File: src/common/eeprom_slave_pkg.sv
// constants and types for the two-wire eeprom slave controller
package eeprom_slave_pkg;
  localparam int CLK_HZ = 40_000_000;
  localparam int ADDR_W = 9;
  localparam int PAGE_W = 4;
  localparam int PAGE_BYTES = 16;
  localparam int DOG_W = 11;
  localparam int BUSY_CNT_W = 20;
  // nonvolatile store time, longest figure, rounded down
  localparam int NV_WRITE_MS = 10;
  localparam int NV_WRITE_CYC = NV_WRITE_MS * (CLK_HZ / 1000);
  localparam int POR_CNT_W = 12;
  localparam logic [POR_CNT_W-1:0] POR_HOLD_CYC = 12'hFA0;
  // slave address byte
  localparam logic [3:0] TYPE_ARRAY = 4'hA;
  localparam logic [3:0] TYPE_CTRL = 4'hB;
  // control register commands
  localparam logic [7:0] CMD_SET_WEL = 8'h02;
  localparam logic [7:0] CMD_SET_REG_WRITE_PERMIT_LATCH = 8'h06;
  localparam logic [7:0] CMD_CLR_WEL = 8'h00;
  // control register bit positions
  localparam int CTL_WD1 = 6;
  localparam int CTL_WD0 = 5;
  localparam int CTL_BP1 = 4;
  localparam int CTL_BP0 = 3;
  localparam int CTL_REG_WRITE_PERMIT_LATCH = 2;
  localparam int CTL_WEL = 1;
  localparam int CTL_BP2 = 0;
  // values after reset
  localparam logic [1:0] WD_RESET = 2'h3;
  localparam logic [2:0] BP_RESET = 3'h0;
  // watchdog periods in ms
  localparam logic [DOG_W-1:0] DOG_00_MS = 11'h578;
  localparam logic [DOG_W-1:0] DOG_01_MS = 11'h258;
  localparam logic [DOG_W-1:0] DOG_10_MS = 11'h0C8;
  // protected region bounds
  localparam logic [ADDR_W-1:0] LOCK_Q4 = 9'h180;
  localparam logic [ADDR_W-1:0] LOCK_HALF = 9'h100;
  localparam logic [ADDR_W-1:0] LOCK_P1 = 9'h010;
  localparam logic [ADDR_W-1:0] LOCK_P2 = 9'h020;
  localparam logic [ADDR_W-1:0] LOCK_P4 = 9'h040;
  localparam logic [ADDR_W-1:0] LOCK_P8 = 9'h080;
  typedef enum logic [2:0] {
    ST_IDLE, ST_RX, ST_ACK, ST_TX, ST_TXACK, ST_IGNORE, ST_COMMIT, ST_BUSY
  } link_state_t;
endpackage

File: src/hdl/two_wire_eeprom_slave_ctrl.sv
// two-wire eeprom slave with supervisor control register
// Operation
// - watchdog field: 00 1.4 s, 01 600 ms, 10 200 ms, 11 disabled default
// - write of 02h alone sets the write enable latch, no wait
// - write of 06h sets register write permit and write enable latches
// - third step stores watchdog and lock bits, cycle of at most 10 ms
// - permit latch clears at the stop that starts the nonvolatile control write
// - bit 2 set in third step keeps permit, leaves stored bits alone
// - second data byte to control register aborts write with not-acknowledge
// - reads between sequence steps leave the sequence intact
// - permit clears only on control store, power cycle, locked write attempt
// - start is sda falling with scl high; nothing happens before a start
// - stop is sda rising with scl high; ends every transaction
// - sda moves only while scl low; master clocks, device is slave
// - receiver pulls sda low on ninth clock; wrong address gets silence
// - read continues only while master acknowledges, then waits for stop
// - address byte: type code, two zeros, address msb, direction bit
// - after power-up: standby, write enable clear, sda released
// - byte write acks address and data; stop starts write, inputs ignored
// - data for a locked address is not acknowledged and not written
// - page write increments low four bits, wraps within 16-byte page
// - more than a page of bytes overwrite earlier ones at wrapped addresses
// - stop before one full data byte and ack performs no write
// - with write enable clear only the 02h control byte gets an ack
// - control register reached only with type 1011, one byte per access
// - write guard pin high refuses array and control writes
module two_wire_eeprom_slave_ctrl #(
  parameter int NV_CYC = eeprom_slave_pkg::NV_WRITE_CYC // nonvolatile cycle length
) (
  input wire logic i_sys_clk, // system clock
  input wire logic i_rstn, // async reset, active low
  input wire logic i_scl, // serial clock pin
  input wire logic i_sda_in, // serial data pin level
  output logic o_sda_out, // serial data drive value
  output logic o_sda_oe_n, // low while pulling sda
  input wire logic i_write_guard, // high refuses writes
  output logic o_mem_we, // array write strobe
  output logic [eeprom_slave_pkg::ADDR_W-1:0] o_mem_addr, // array address
  output logic [7:0] o_mem_wdata, // array write data
  input wire logic [7:0] i_mem_rdata, // array read data
  output logic [7:0] o_ctrl_reg, // control register image
  output logic o_dog_enable, // watchdog enabled
  output logic [eeprom_slave_pkg::DOG_W-1:0] o_dog_timeout_ms, // watchdog period
  output logic o_write_busy, // internal write cycle
  output logic o_por_hold // power-on hold active
);
  import eeprom_slave_pkg::*;

  // page protection decode
  function automatic logic is_locked(input logic [ADDR_W-1:0] a, input logic [2:0] bp);
    logic r;
    r = 1'b0;
    if (bp == 3'h1) begin
      r = (a >= LOCK_Q4);
    end else if (bp == 3'h2) begin
      r = (a >= LOCK_HALF);
    end else if (bp == 3'h3) begin
      r = 1'b1;
    end else if (bp == 3'h4) begin
      r = (a < LOCK_P1);
    end else if (bp == 3'h5) begin
      r = (a < LOCK_P2);
    end else if (bp == 3'h6) begin
      r = (a < LOCK_P4);
    end else if (bp == 3'h7) begin
      r = (a < LOCK_P8);
    end
    return r;
  endfunction

  logic scl_s1, scl_s2, scl_s3;
  logic sda_s1, sda_s2, sda_s3;
  logic wg_s1, wg_s2;
  logic scl_rise, scl_fall, start_ev, stop_ev;
  link_state_t state_reg;
  logic [3:0] bit_cnt_reg;
  logic [7:0] shift_reg;
  logic [1:0] byte_idx_reg;
  logic is_ctrl_reg, rw_reg, addr_msb_reg, has_data_reg, ack_ok_reg;
  logic master_ack_reg, sda_low_reg;
  logic [ADDR_W-1:0] addr_reg;
  logic [7:0] tx_reg, ctrl_data_reg;
  logic [BUSY_CNT_W-1:0] busy_cnt_reg;
  logic [PAGE_W-1:0] cidx_reg;
  logic [7:0] buf_mem [PAGE_BYTES];
  logic [PAGE_BYTES-1:0] valid_reg;
  logic wel_reg, reg_write_permit_latch_reg;
  logic [1:0] wd_reg;
  logic [2:0] bp_reg;
  logic [POR_CNT_W-1:0] por_cnt_reg;
  logic byte_ev, dev_match, wr_open, arr_locked;
  logic data_take, ctrl_take, lock_hit, byte_ack, ctrl_open;
  logic stop_write, commit_ctrl, commit_arr, ctrl_nv;
  logic [7:0] tx_src;

  // two-stage synchronisers plus one history stage
  always_ff @(posedge i_sys_clk or negedge i_rstn) begin
    if (!i_rstn) begin
      scl_s1 <= 1'b1;
      scl_s2 <= 1'b1;
      scl_s3 <= 1'b1;
      sda_s1 <= 1'b1;
      sda_s2 <= 1'b1;
      sda_s3 <= 1'b1;
      wg_s1 <= 1'b0;
      wg_s2 <= 1'b0;
    end else begin
      scl_s1 <= i_scl;
      scl_s2 <= scl_s1;
      scl_s3 <= scl_s2;
      sda_s1 <= i_sda_in;
      sda_s2 <= sda_s1;
      sda_s3 <= sda_s2;
      wg_s1 <= i_write_guard;
      wg_s2 <= wg_s1;
    end
  end

  // bus conditions from registered edges
  assign scl_rise = scl_s2 && !scl_s3;
  assign scl_fall = !scl_s2 && scl_s3;
  assign start_ev = scl_s2 && scl_s3 && !sda_s2 && sda_s3;
  assign stop_ev = scl_s2 && scl_s3 && sda_s2 && !sda_s3;

  // byte decode at the falling edge after the eighth bit
  assign byte_ev = scl_fall && (state_reg == ST_RX) && (bit_cnt_reg == 4'h8);
  assign dev_match = ((shift_reg[7:4] == TYPE_ARRAY) || (shift_reg[7:4] == TYPE_CTRL))
                     && (shift_reg[3:2] == 2'h0);
  assign wr_open = wel_reg && !wg_s2;
  // the enabling 02h byte is the one control write taken with the latch clear
  assign ctrl_open = !wg_s2 && (wel_reg || (shift_reg == CMD_SET_WEL));
  assign arr_locked = is_locked(addr_reg, bp_reg);
  assign data_take = byte_ev && (byte_idx_reg == 2'h2) && !is_ctrl_reg && wr_open && !arr_locked;
  assign lock_hit = byte_ev && (byte_idx_reg == 2'h2) && !is_ctrl_reg && wr_open && arr_locked;
  assign ctrl_take = byte_ev && (byte_idx_reg == 2'h2) && is_ctrl_reg && ctrl_open
                     && !has_data_reg;

  // acknowledge decision for the byte just received
  always_comb begin
    if (byte_idx_reg == 2'h0) begin
      byte_ack = dev_match;
    end else if (byte_idx_reg == 2'h1) begin
      byte_ack = 1'b1;
    end else begin
      byte_ack = is_ctrl_reg ? ctrl_take : data_take;
    end
  end

  // write commits only after a whole data byte and its ack; the stop's own scl rise counts one bit
  assign stop_write = stop_ev && (state_reg == ST_RX) && (bit_cnt_reg == 4'h1)
                      && has_data_reg && !rw_reg;
  assign commit_ctrl = stop_write && is_ctrl_reg;
  assign commit_arr = stop_write && !is_ctrl_reg;
  assign ctrl_nv = reg_write_permit_latch_reg && ctrl_data_reg[CTL_WEL] && !ctrl_data_reg[CTL_REG_WRITE_PERMIT_LATCH];
  assign tx_src = is_ctrl_reg ? o_ctrl_reg : i_mem_rdata;

  // serial protocol state machine
  always_ff @(posedge i_sys_clk or negedge i_rstn) begin
    if (!i_rstn) begin
      state_reg <= ST_IDLE;
      bit_cnt_reg <= 4'h0;
      shift_reg <= 8'h00;
      byte_idx_reg <= 2'h0;
      is_ctrl_reg <= 1'b0;
      rw_reg <= 1'b0;
      addr_msb_reg <= 1'b0;
      has_data_reg <= 1'b0;
      ack_ok_reg <= 1'b0;
      master_ack_reg <= 1'b0;
      sda_low_reg <= 1'b0;
      addr_reg <= '0;
      tx_reg <= 8'h00;
      ctrl_data_reg <= 8'h00;
      busy_cnt_reg <= '0;
      cidx_reg <= '0;
    end else if (state_reg == ST_COMMIT) begin
      cidx_reg <= cidx_reg + 4'h1;
      if (cidx_reg == 4'hF) begin
        state_reg <= ST_BUSY;
        busy_cnt_reg <= '0;
      end
    end else if (state_reg == ST_BUSY) begin
      busy_cnt_reg <= busy_cnt_reg + 20'h00001; // inputs ignored
      if (busy_cnt_reg == BUSY_CNT_W'(NV_CYC - 1)) begin
        state_reg <= ST_IDLE;
      end
    end else if (start_ev) begin
      state_reg <= ST_RX;
      bit_cnt_reg <= 4'h0;
      byte_idx_reg <= 2'h0;
      has_data_reg <= 1'b0;
      sda_low_reg <= 1'b0;
    end else if (stop_ev) begin
      sda_low_reg <= 1'b0;
      if (commit_arr) begin
        state_reg <= ST_COMMIT;
        cidx_reg <= '0;
      end else if (commit_ctrl && ctrl_nv) begin
        state_reg <= ST_BUSY;
        busy_cnt_reg <= '0;
      end else begin
        state_reg <= ST_IDLE;
      end
    end else begin
      case (state_reg)
        ST_RX: begin
          if (scl_rise && (bit_cnt_reg != 4'h8)) begin
            shift_reg <= {shift_reg[6:0], sda_s2};
            bit_cnt_reg <= bit_cnt_reg + 4'h1;
          end
          if (byte_ev) begin
            ack_ok_reg <= byte_ack;
            sda_low_reg <= byte_ack;
            bit_cnt_reg <= 4'h0;
            state_reg <= ST_ACK;
            if (byte_idx_reg == 2'h0) begin
              is_ctrl_reg <= shift_reg[4];
              addr_msb_reg <= shift_reg[1];
              rw_reg <= shift_reg[0];
              byte_idx_reg <= 2'h1;
            end else if (byte_idx_reg == 2'h1) begin
              addr_reg <= {addr_msb_reg, shift_reg};
              byte_idx_reg <= 2'h2;
            end else begin
              if (data_take) begin
                addr_reg[PAGE_W-1:0] <= addr_reg[PAGE_W-1:0] + 4'h1;
              end
              if (ctrl_take) begin
                ctrl_data_reg <= shift_reg;
              end
              if (byte_ack) begin
                has_data_reg <= 1'b1;
              end
            end
          end
        end
        ST_ACK: begin
          if (scl_fall) begin
            sda_low_reg <= 1'b0;
            if (!ack_ok_reg) begin
              state_reg <= ST_IGNORE;
            end else if (rw_reg && (byte_idx_reg == 2'h1)) begin
              state_reg <= ST_TX;
              tx_reg <= tx_src;
              sda_low_reg <= !tx_src[7];
              if (!is_ctrl_reg) begin
                addr_reg <= addr_reg + 9'h001;
              end
            end else begin
              state_reg <= ST_RX;
            end
          end
        end
        ST_TX: begin
          if (scl_fall) begin
            if (bit_cnt_reg == 4'h7) begin
              state_reg <= ST_TXACK;
              sda_low_reg <= 1'b0;
            end else begin
              tx_reg <= {tx_reg[6:0], 1'b0};
              sda_low_reg <= !tx_reg[6];
              bit_cnt_reg <= bit_cnt_reg + 4'h1;
            end
          end
        end
        ST_TXACK: begin
          if (scl_rise) begin
            master_ack_reg <= !sda_s2;
          end
          if (scl_fall) begin
            bit_cnt_reg <= 4'h0;
            if (master_ack_reg && !is_ctrl_reg) begin
              state_reg <= ST_TX;
              tx_reg <= tx_src;
              sda_low_reg <= !tx_src[7];
              addr_reg <= addr_reg + 9'h001;
            end else begin
              state_reg <= ST_IGNORE;
            end
          end
        end
        default: begin
        end
      endcase
    end
  end

  // page buffer, later bytes replace earlier ones at wrapped slots
  always_ff @(posedge i_sys_clk or negedge i_rstn) begin
    if (!i_rstn) begin
      valid_reg <= '0;
      for (int i = 0; i < PAGE_BYTES; i++) begin
        buf_mem[i] <= 8'h00;
      end
    end else if ((state_reg == ST_COMMIT) && (cidx_reg == 4'hF)) begin
      valid_reg <= '0;
    end else if (start_ev && (state_reg != ST_COMMIT) && (state_reg != ST_BUSY)) begin
      valid_reg <= '0;
    end else if (data_take) begin
      buf_mem[addr_reg[PAGE_W-1:0]] <= shift_reg;
      valid_reg[addr_reg[PAGE_W-1:0]] <= 1'b1;
    end
  end

  // array write port, one strobe per buffered byte
  always_ff @(posedge i_sys_clk or negedge i_rstn) begin
    if (!i_rstn) begin
      o_mem_we <= 1'b0;
      o_mem_addr <= '0;
      o_mem_wdata <= 8'h00;
    end else if (state_reg == ST_COMMIT) begin
      o_mem_we <= valid_reg[cidx_reg];
      o_mem_addr <= {addr_reg[ADDR_W-1:PAGE_W], cidx_reg};
      o_mem_wdata <= buf_mem[cidx_reg];
    end else begin
      o_mem_we <= 1'b0;
      o_mem_addr <= addr_reg;
    end
  end

  // control register latches and nonvolatile bits
  always_ff @(posedge i_sys_clk or negedge i_rstn) begin
    if (!i_rstn) begin
      wel_reg <= 1'b0;
      reg_write_permit_latch_reg <= 1'b0;
      wd_reg <= WD_RESET;
      bp_reg <= BP_RESET;
    end else if (lock_hit) begin
      reg_write_permit_latch_reg <= 1'b0;
    end else if (commit_ctrl) begin
      if (ctrl_nv) begin
        wd_reg <= {ctrl_data_reg[CTL_WD1], ctrl_data_reg[CTL_WD0]};
        bp_reg <= {ctrl_data_reg[CTL_BP2], ctrl_data_reg[CTL_BP1], ctrl_data_reg[CTL_BP0]};
        reg_write_permit_latch_reg <= 1'b0;
      end else if (ctrl_data_reg == CMD_SET_REG_WRITE_PERMIT_LATCH) begin
        reg_write_permit_latch_reg <= 1'b1;
        wel_reg <= 1'b1;
      end else if (ctrl_data_reg == CMD_SET_WEL) begin
        wel_reg <= 1'b1;
      end else if (ctrl_data_reg == CMD_CLR_WEL) begin
        wel_reg <= 1'b0;
      end
    end
  end

  // watchdog period decode
  always_ff @(posedge i_sys_clk or negedge i_rstn) begin
    if (!i_rstn) begin
      o_dog_enable <= 1'b0;
      o_dog_timeout_ms <= '0;
    end else begin
      o_dog_enable <= (wd_reg != 2'h3);
      case (wd_reg)
        2'h0: o_dog_timeout_ms <= DOG_00_MS;
        2'h1: o_dog_timeout_ms <= DOG_01_MS;
        2'h2: o_dog_timeout_ms <= DOG_10_MS;
        default: o_dog_timeout_ms <= '0;
      endcase
    end
  end

  // power-on hold counter
  always_ff @(posedge i_sys_clk or negedge i_rstn) begin
    if (!i_rstn) begin
      por_cnt_reg <= '0;
      o_por_hold <= 1'b1;
    end else if (por_cnt_reg != POR_HOLD_CYC) begin
      por_cnt_reg <= por_cnt_reg + 12'h001;
    end else begin
      o_por_hold <= 1'b0;
    end
  end

  // pin and status outputs
  assign o_sda_out = 1'b0;
  assign o_sda_oe_n = !sda_low_reg; // released while busy
  assign o_write_busy = (state_reg == ST_COMMIT) || (state_reg == ST_BUSY);
  assign o_ctrl_reg = {1'b0, wd_reg, bp_reg[1], bp_reg[0], reg_write_permit_latch_reg, wel_reg, bp_reg[2]};
endmodule

File: config.mk
export PLATFORM = sky130hd
export DESIGN_NAME = two_wire_eeprom_slave_ctrl
export DESIGN_NICKNAME = d
export VERILOG_FILES = /design/src/common/eeprom_slave_pkg.sv /design/src/hdl/two_wire_eeprom_slave_ctrl.sv
export SDC_FILE = /design/constraint.sdc
export NUM_CORES = 1
export LEC_CHECK = 0
export ABC_AREA = 1
export BUFFER_PORTS_ARGS = -buffer_cell sky130_fd_sc_hd__buf_2
export CAP_MARGIN = 25
export CORE_ASPECT_RATIO = 1.5
export CORE_UTILIZATION = 46
export DETAILED_ROUTE_END_ITERATION = 6
export SYNTH_ARGS = -nofsm -noshare
export SYNTH_HDL_FRONTEND = slang
export SYNTH_SLANG_ARGS = --single-unit
File: constraint.sdc
create_clock -name i_sys_clk -period 2.3 [get_ports i_sys_clk]
set_input_delay 0.46 -clock i_sys_clk [delete_from_list [all_inputs] [get_ports i_sys_clk]]
set_output_delay 0.46 -clock i_sys_clk [all_outputs]
set_load 0.02 [all_outputs]
==> flow_summary.ini, run 1 <==
[pwr]
switching_share_pct = 36.6
powerDensity_mw_per_mm2 = 969
p_clk_share_pct = 31.3
p_leak_nw = 7.02
power_mw = 14.3
internal-power_mw = 9.09
irDropWorstVdd_mv = 0.512
power_switching_mw = 5.25
power.share.combinational_pct = 31.4
pwr-share-seq_pct = 37.2

[worst_setup_path]
start_kind = flip-flop
worstReg2RegStart = bit_cnt_reg[0]
crit_arrival_ns = 2.57
path_class = flip-flop to flip-flop
required_ns = 2.70
r2r_slack_ns = 0.13
critPathMaxFanout = 17
endpoint_kind = flip-flop
reg2reg_to = buf_mem[49]
ff2ff_path_depth = 11

[place]
gp_congestion = 0.905
io_buffers = 49
postPlaceCellArea_sq_mm = 0.0138
place_ws_ns = 0.117
dp_hpwl_microns = 24400
placed_cells_incl_taps = 1948

[global_route]
antenna_found_initial = 0
grt_overflow = 0
grt_use_total_pct = 25.4
grt_pass1_wl_microns = 58100
grt_pass1_vias = 10700
grt_max_degree = 67

[logic_synthesis]
synth_edf_count = 0
yosysTopAreaCell = dfrtp_1
synth_cell_type_count = 52
ys_seq_area_share_pct = 50.8
synth_seq_cells = 267
synth_warnings = 0
syn_area_sq_mm = 0.0132
synth_top_area_share_pct = 49.0
syn_avg_cell_area_sq_um = 8.35
yosys-top-cells-area = dfrtp_1, nand2_1, o21ai_0
ys_async_sr_fraction_pct = 100
synth_ff_type = dfrtp_1
synthCells = 1579

[timing]
hold_violations = 0
drv_slew = 0
period_needed_ns = 2.17
timing.final.crit_share_pct = 94.4
relSlewSlack_pct = 52.7
holdWs_ns = 0.0539
fmax_mhz = 461
fin_skew_ns = 0.0138
grt_setup_unrepaired = yes
tightestPinTransition_ns = 0.707
final-setup-viol-count = 0
tns_ns = 0
worst_slack_ns = 0.129

[cells_and_area]
antennaDiodeCount = 0
postLayoutCoreUtil_pct = 52.7
fin_area_sq_mm = 0.0148
largest_register_ffs = 128
finalNetCount = 1658
final_cell_mix = nand2_1, dfrtp_1, o21ai_0
drive_above_1_share_pct = 13.9
area_delta_synth_final_pct = 12.2
stdcell_count = 1998
layout_commonest_cell = nand2_1

[detailed_routing]
firstDrtPassIters = 7
avgRoutedWirePerCell_microns = 17.7
drtIter0Drc = 651
drc = 1
num_vias = 10700
vias_per_cell = 5.33
routed_wl_microns = 35300
detail-route-antenna-nets = 0

[hold_path]
holdPathStages = 1
whs_endpoint = wg_s1
min_from = i_write_guard
min_path_type = input pin to flip-flop

[die]
core_sq_mm = 0.0281
dieArea_sq_mm = 0.0293
die_y_microns = 209
die_w_microns = 140
row_count = 75
io_pins = 55
initial_core_util_pct = 47.0

[clocking]
clock-sinks = 267
cts_buffer_depth = 3
cts-root-buf = clkbuf_16
cts_setup_buffers = 0
cts_tree = done
htreeDepth = 1
clk_pin_slew_ns = 0.06
cts_buffers = 27
clock_latency_ns = 0.54

[outcome]
violations = DRC
status = complete, but fails checks

[job]
cap_violations = 0
critical path: stages (launching register included):
cell	delay (ns)
dfrtp_1	0.41
inv_1	0.13
ha_1	0.18
nand2_1	0.07
nor2_2	0.17
nand4_4	0.13
nor2_4	0.12
nand2_4	0.15
nor2_8	0.19
nand2_2	0.24
nand2_1	0.16
o21ai_2	0.06
how the worst max path moves through the flow:
stage,startpoint,slack (ns),end,cells after the start
after global routing,bit_cnt_reg[0],-0.04,buf_mem[95],11
after floorplan,bit_cnt_reg[0],0.36,buf_mem[111],12
final,bit_cnt_reg[0],0.13,buf_mem[49],11
after global placement,bit_cnt_reg[0],0.18,buf_mem[89],11
after detailed placement,bit_cnt_reg[0],0.12,buf_mem[49],11
after CTS,bit_cnt_reg[0],0.09,buf_mem[49],11
final cells by class:
| type | instances | area [sq um] |
|---|---|---|
| Fill cell | 2675 | 13300 |
| Multi-Input combinational cell | 1104 | 5550 |
| Tap cell | 346 | 433 |
| Timing Repair Buffer | 99 | 713 |
| Inverter | 135 | 507 |
| Sequential cell | 267 | 6690 |
| Clock inverter | 7 | 114 |
| Clock buffer | 40 | 785 |
layer usage:
layer	GRT usage, %	vias up	wire, microns
met5	0	-	0
met4	10.6	0	1370
met3	2.42	67	1280
met2	45.8	212	18200
met1	30.8	5069	14500
li1	-	5306	-
timing repair:
action	4_1_cts	5_1_grt
endpoints found under the setup margin	0	110
hold buffers	3	0
gates resized for setup	0	6
hold endpoints to repair	43	0
power by group through the flow:
stage / clock network (mW) / registers [mW] / logic, mW
after global placement: 0 / 5.41 / 4.45
final: 4.49 / 5.34 / 4.51
after global routing: 4.80 / 5.38 / 5.05
after detailed placement: 0 / 5.42 / 4.46
after CTS: 4.62 / 5.34 / 4.49
after floorplan: 0 / 5.41 / 2.89
cells by family (layout without fill, tap and decap cells):
family	after synthesis	count (layout)	share of synthesized area, %
multiplexers	7	7	0.541
XOR/XNOR	19	19	1.26
AO/OA/AOI/OAI	388	388	16.5
buffers and inverters	212	281	7.41
AND/OR/NAND/NOR	674	674	22.4
flip-flops	267	267	50.8
other	1	5	0.0285
adder cells (fa/ha/maj)	11	11	1.04
cell usage after synthesis, types with 20 or more instances:
cell      count
nor2_1      128
o21ai_2      30
o21ai_1     102
clkbuf_1     40
inv_1       128
dfrtp_1     258
o21ai_0     163
nor3_1       21
o22ai_1      20
nand2_1     376
a21oi_1      41
nand3_1      89
(Power assumes the default switching activity.)
==> inputs of run 2 (changes only) <==
CAP_MARGIN = unset   (was 25)
GPL_TIMING_DRIVEN = 0   (was unset)
==> run 2 against run 1 <==
  * The flow now finishes without violations
  * Die area unchanged
  * Final cell count increased by 2.4%
  * Worst hold slack improved by 0.22 ns
  * Clock power increased by 8.9%
  * Sequential cell count unchanged
  * Sequential share of layout area decreased by 1.3 points
  * Critical path type unchanged
==> flow_summary.ini, run 2 (synthesis gave the netlist of run 1 again) <==
[outcome]
status = completed

[detailed_routing]
drtIter0Drc = 713
firstDrtPassIters = 5
num_vias = 11100
routed_wl_microns = 38200
avgRoutedWirePerCell_microns = 18.7
vias_per_cell = 5.40
drc = 0
detail-route-antenna-nets = 0

[timing]
relSlewSlack_pct = 34.3
tightestPinTransition_ns = 0.986
drv_slew = 0
timing.final.crit_share_pct = 96.7
period_needed_ns = 2.23
fin_skew_ns = 0.00960
grt_setup_unrepaired = yes
final-setup-viol-count = 0
fmax_mhz = 449
worst_slack_ns = 0.0750
hold_violations = 0

[cells_and_area]
final_cell_mix = nand2_1, dfrtp_1, o21ai_0
antennaDiodeCount = 0
layout_commonest_cell = nand2_1
finalNetCount = 1703
stdcell_count = 2045
largest_register_ffs = 128
seqCellArea_sq_mm = 0.00669
fill_cells = 2646
drive_above_1_share_pct = 15.1
area_delta_synth_final_pct = 15.5
multi_input_area_sq_mm = 0.00563

[worst_setup_path]
reg2reg_to = buf_mem[95]
critPathMaxFanout = 10
path_buf_inv = 2
cp_cell_sequence = inv_1 > ha_2 > nand2_1 > nor2_4 > nand4_4 > nor2_4 > nand2_8 > nor2_8 > nand2_2 > buf_6 > nand2_1 > o21ai_1
worst_path_dominant_cell_family = simple AND/OR/NAND/NOR gates
cp_slowest_cell = dfrtp_1
r2r_slack_ns = 0.07
worstReg2RegStart = bit_cnt_reg[1]
critPathMaxStageDelay_ns = 0.41
start_kind = flip-flop
path_class = flip-flop to flip-flop
ff2ff_path_depth = 12
crit_arrival_ns = 2.62
endpoint_kind = flip-flop
required_ns = 2.69

[clocking]
clk_pin_slew_ns = 0.06
cts_buffer_depth = 3
clock-sinks = 267
cts-root-buf = clkbuf_16
clock_latency_ns = 0.55
cts_buffers = 27
htreeDepth = 1
cts_tree = done

[die]
initial_core_util_pct = 47.0
core_sq_mm = 0.0281
die_w_microns = 140
io_pins = 55
die_y_microns = 209
row_count = 75
dieArea_sq_mm = 0.0293

[place]
dp_hpwl_microns = 27900
gp_congestion = 0.920
placed_cells_incl_taps = 1980
io_buffers = 49
place_ws_ns = -0.375

[global_route]
grt_use_total_pct = 26.9
antenna_found_initial = 0
grt_pass1_wl_microns = 60700
grt_overflow = 0
grt_max_degree = 103
grt_pass1_vias = 10900

[pwr]
irDropWorstVdd_mv = 0.684
power_mw = 14.9
p_leak_nw = 7.15
powerDensity_mw_per_mm2 = 978

[hold_path]
whs_endpoint = tx_reg[0]
holdPathStages = 3
min_path_type = input pin to flip-flop
min_from = i_mem_rdata[0]

[job]
cap_violations = 0
run 2: area by class of cell:
class | instances | share of cell area (%)
sequential | 267 | 44.0
multi-input combinational | 1104 | 37.0
tap | 346 | 2.84
clock inverter | 15 | 1.54
timing repair buffer | 68 | 3.22
clock buffer | 34 | 4.88
buffer | 76 | 3.19
inverter | 135 | 3.35
run 2: tightest hold or removal path, cell delays in order:
cell	delay [ns]
buf_2	0.10
o211ai_1	0.10
o21ai_2	0.13
run 2: report_power, final:
| part | switching, mW | internal, mW |
|---|---|---|
| sequential | 0.310 | 5.03 |
| clock | 1.93 | 2.95 |
| combinational | 3.33 | 1.32 |
| total | 5.57 | 9.30 |
run 2: repair_timing:
| item | 4_1_cts | 5_1_grt |
|---|---|---|
| hold endpoints to repair | 74 | 0 |
| gates cloned | 0 | 1 |
| buffers inserted | 2 | 10 |
| pin swaps | 1 | 2 |
| hold buffers | 4 | 0 |
| gates resized for setup | 10 | 31 |
| setup endpoints to repair | 32 | 149 |
run 2: metal layers:
metal	wire [microns]	up-vias	track usage, %
met5	0	-	0
met4	2240	0	14.9
met3	1210	98	2.60
met2	19400	260	48.2
met1	15300	5292	31.4
li1	-	5401	-
run 2: through the flow:
| stage | TNS [ns] | util, % | hold WS (ns) | area, sq um |
|---|---|---|---|---|
| after detailed placement | -4.00 | 49.7 | 0.335 | 13900 |
| final | 0 | 54.2 | 0.275 | 15200 |
| after CTS | 0 | 53.4 | 0.263 | 15000 |
| after global routing | -0.230 | 54.2 | 0.314 | 15200 |
| after floorplan | 0 | - | 0.164 | 13200 |
| after global placement | -1115.66 | 49.4 | 0.332 | 13900 |
run 2: how the worst max path moves through the flow:
stage | start | end | slack [ns] | cells past startpoint
2_1_floorplan | bit_cnt_reg[0] | buf_mem[111] | 0.36 | 12
3_3_place_gp | i_rstn | buf_mem[41] | -4.25 | 1
3_5_place_dp | cidx_reg[0] | o_mem_wdata[3] | -0.37 | 10
4_1_cts | cidx_reg[0] | o_mem_wdata[3] | 0.03 | 9
5_1_grt | bit_cnt_reg[1] | buf_mem[87] | -0.03 | 13
6_report | bit_cnt_reg[1] | buf_mem[95] | 0.07 | 12
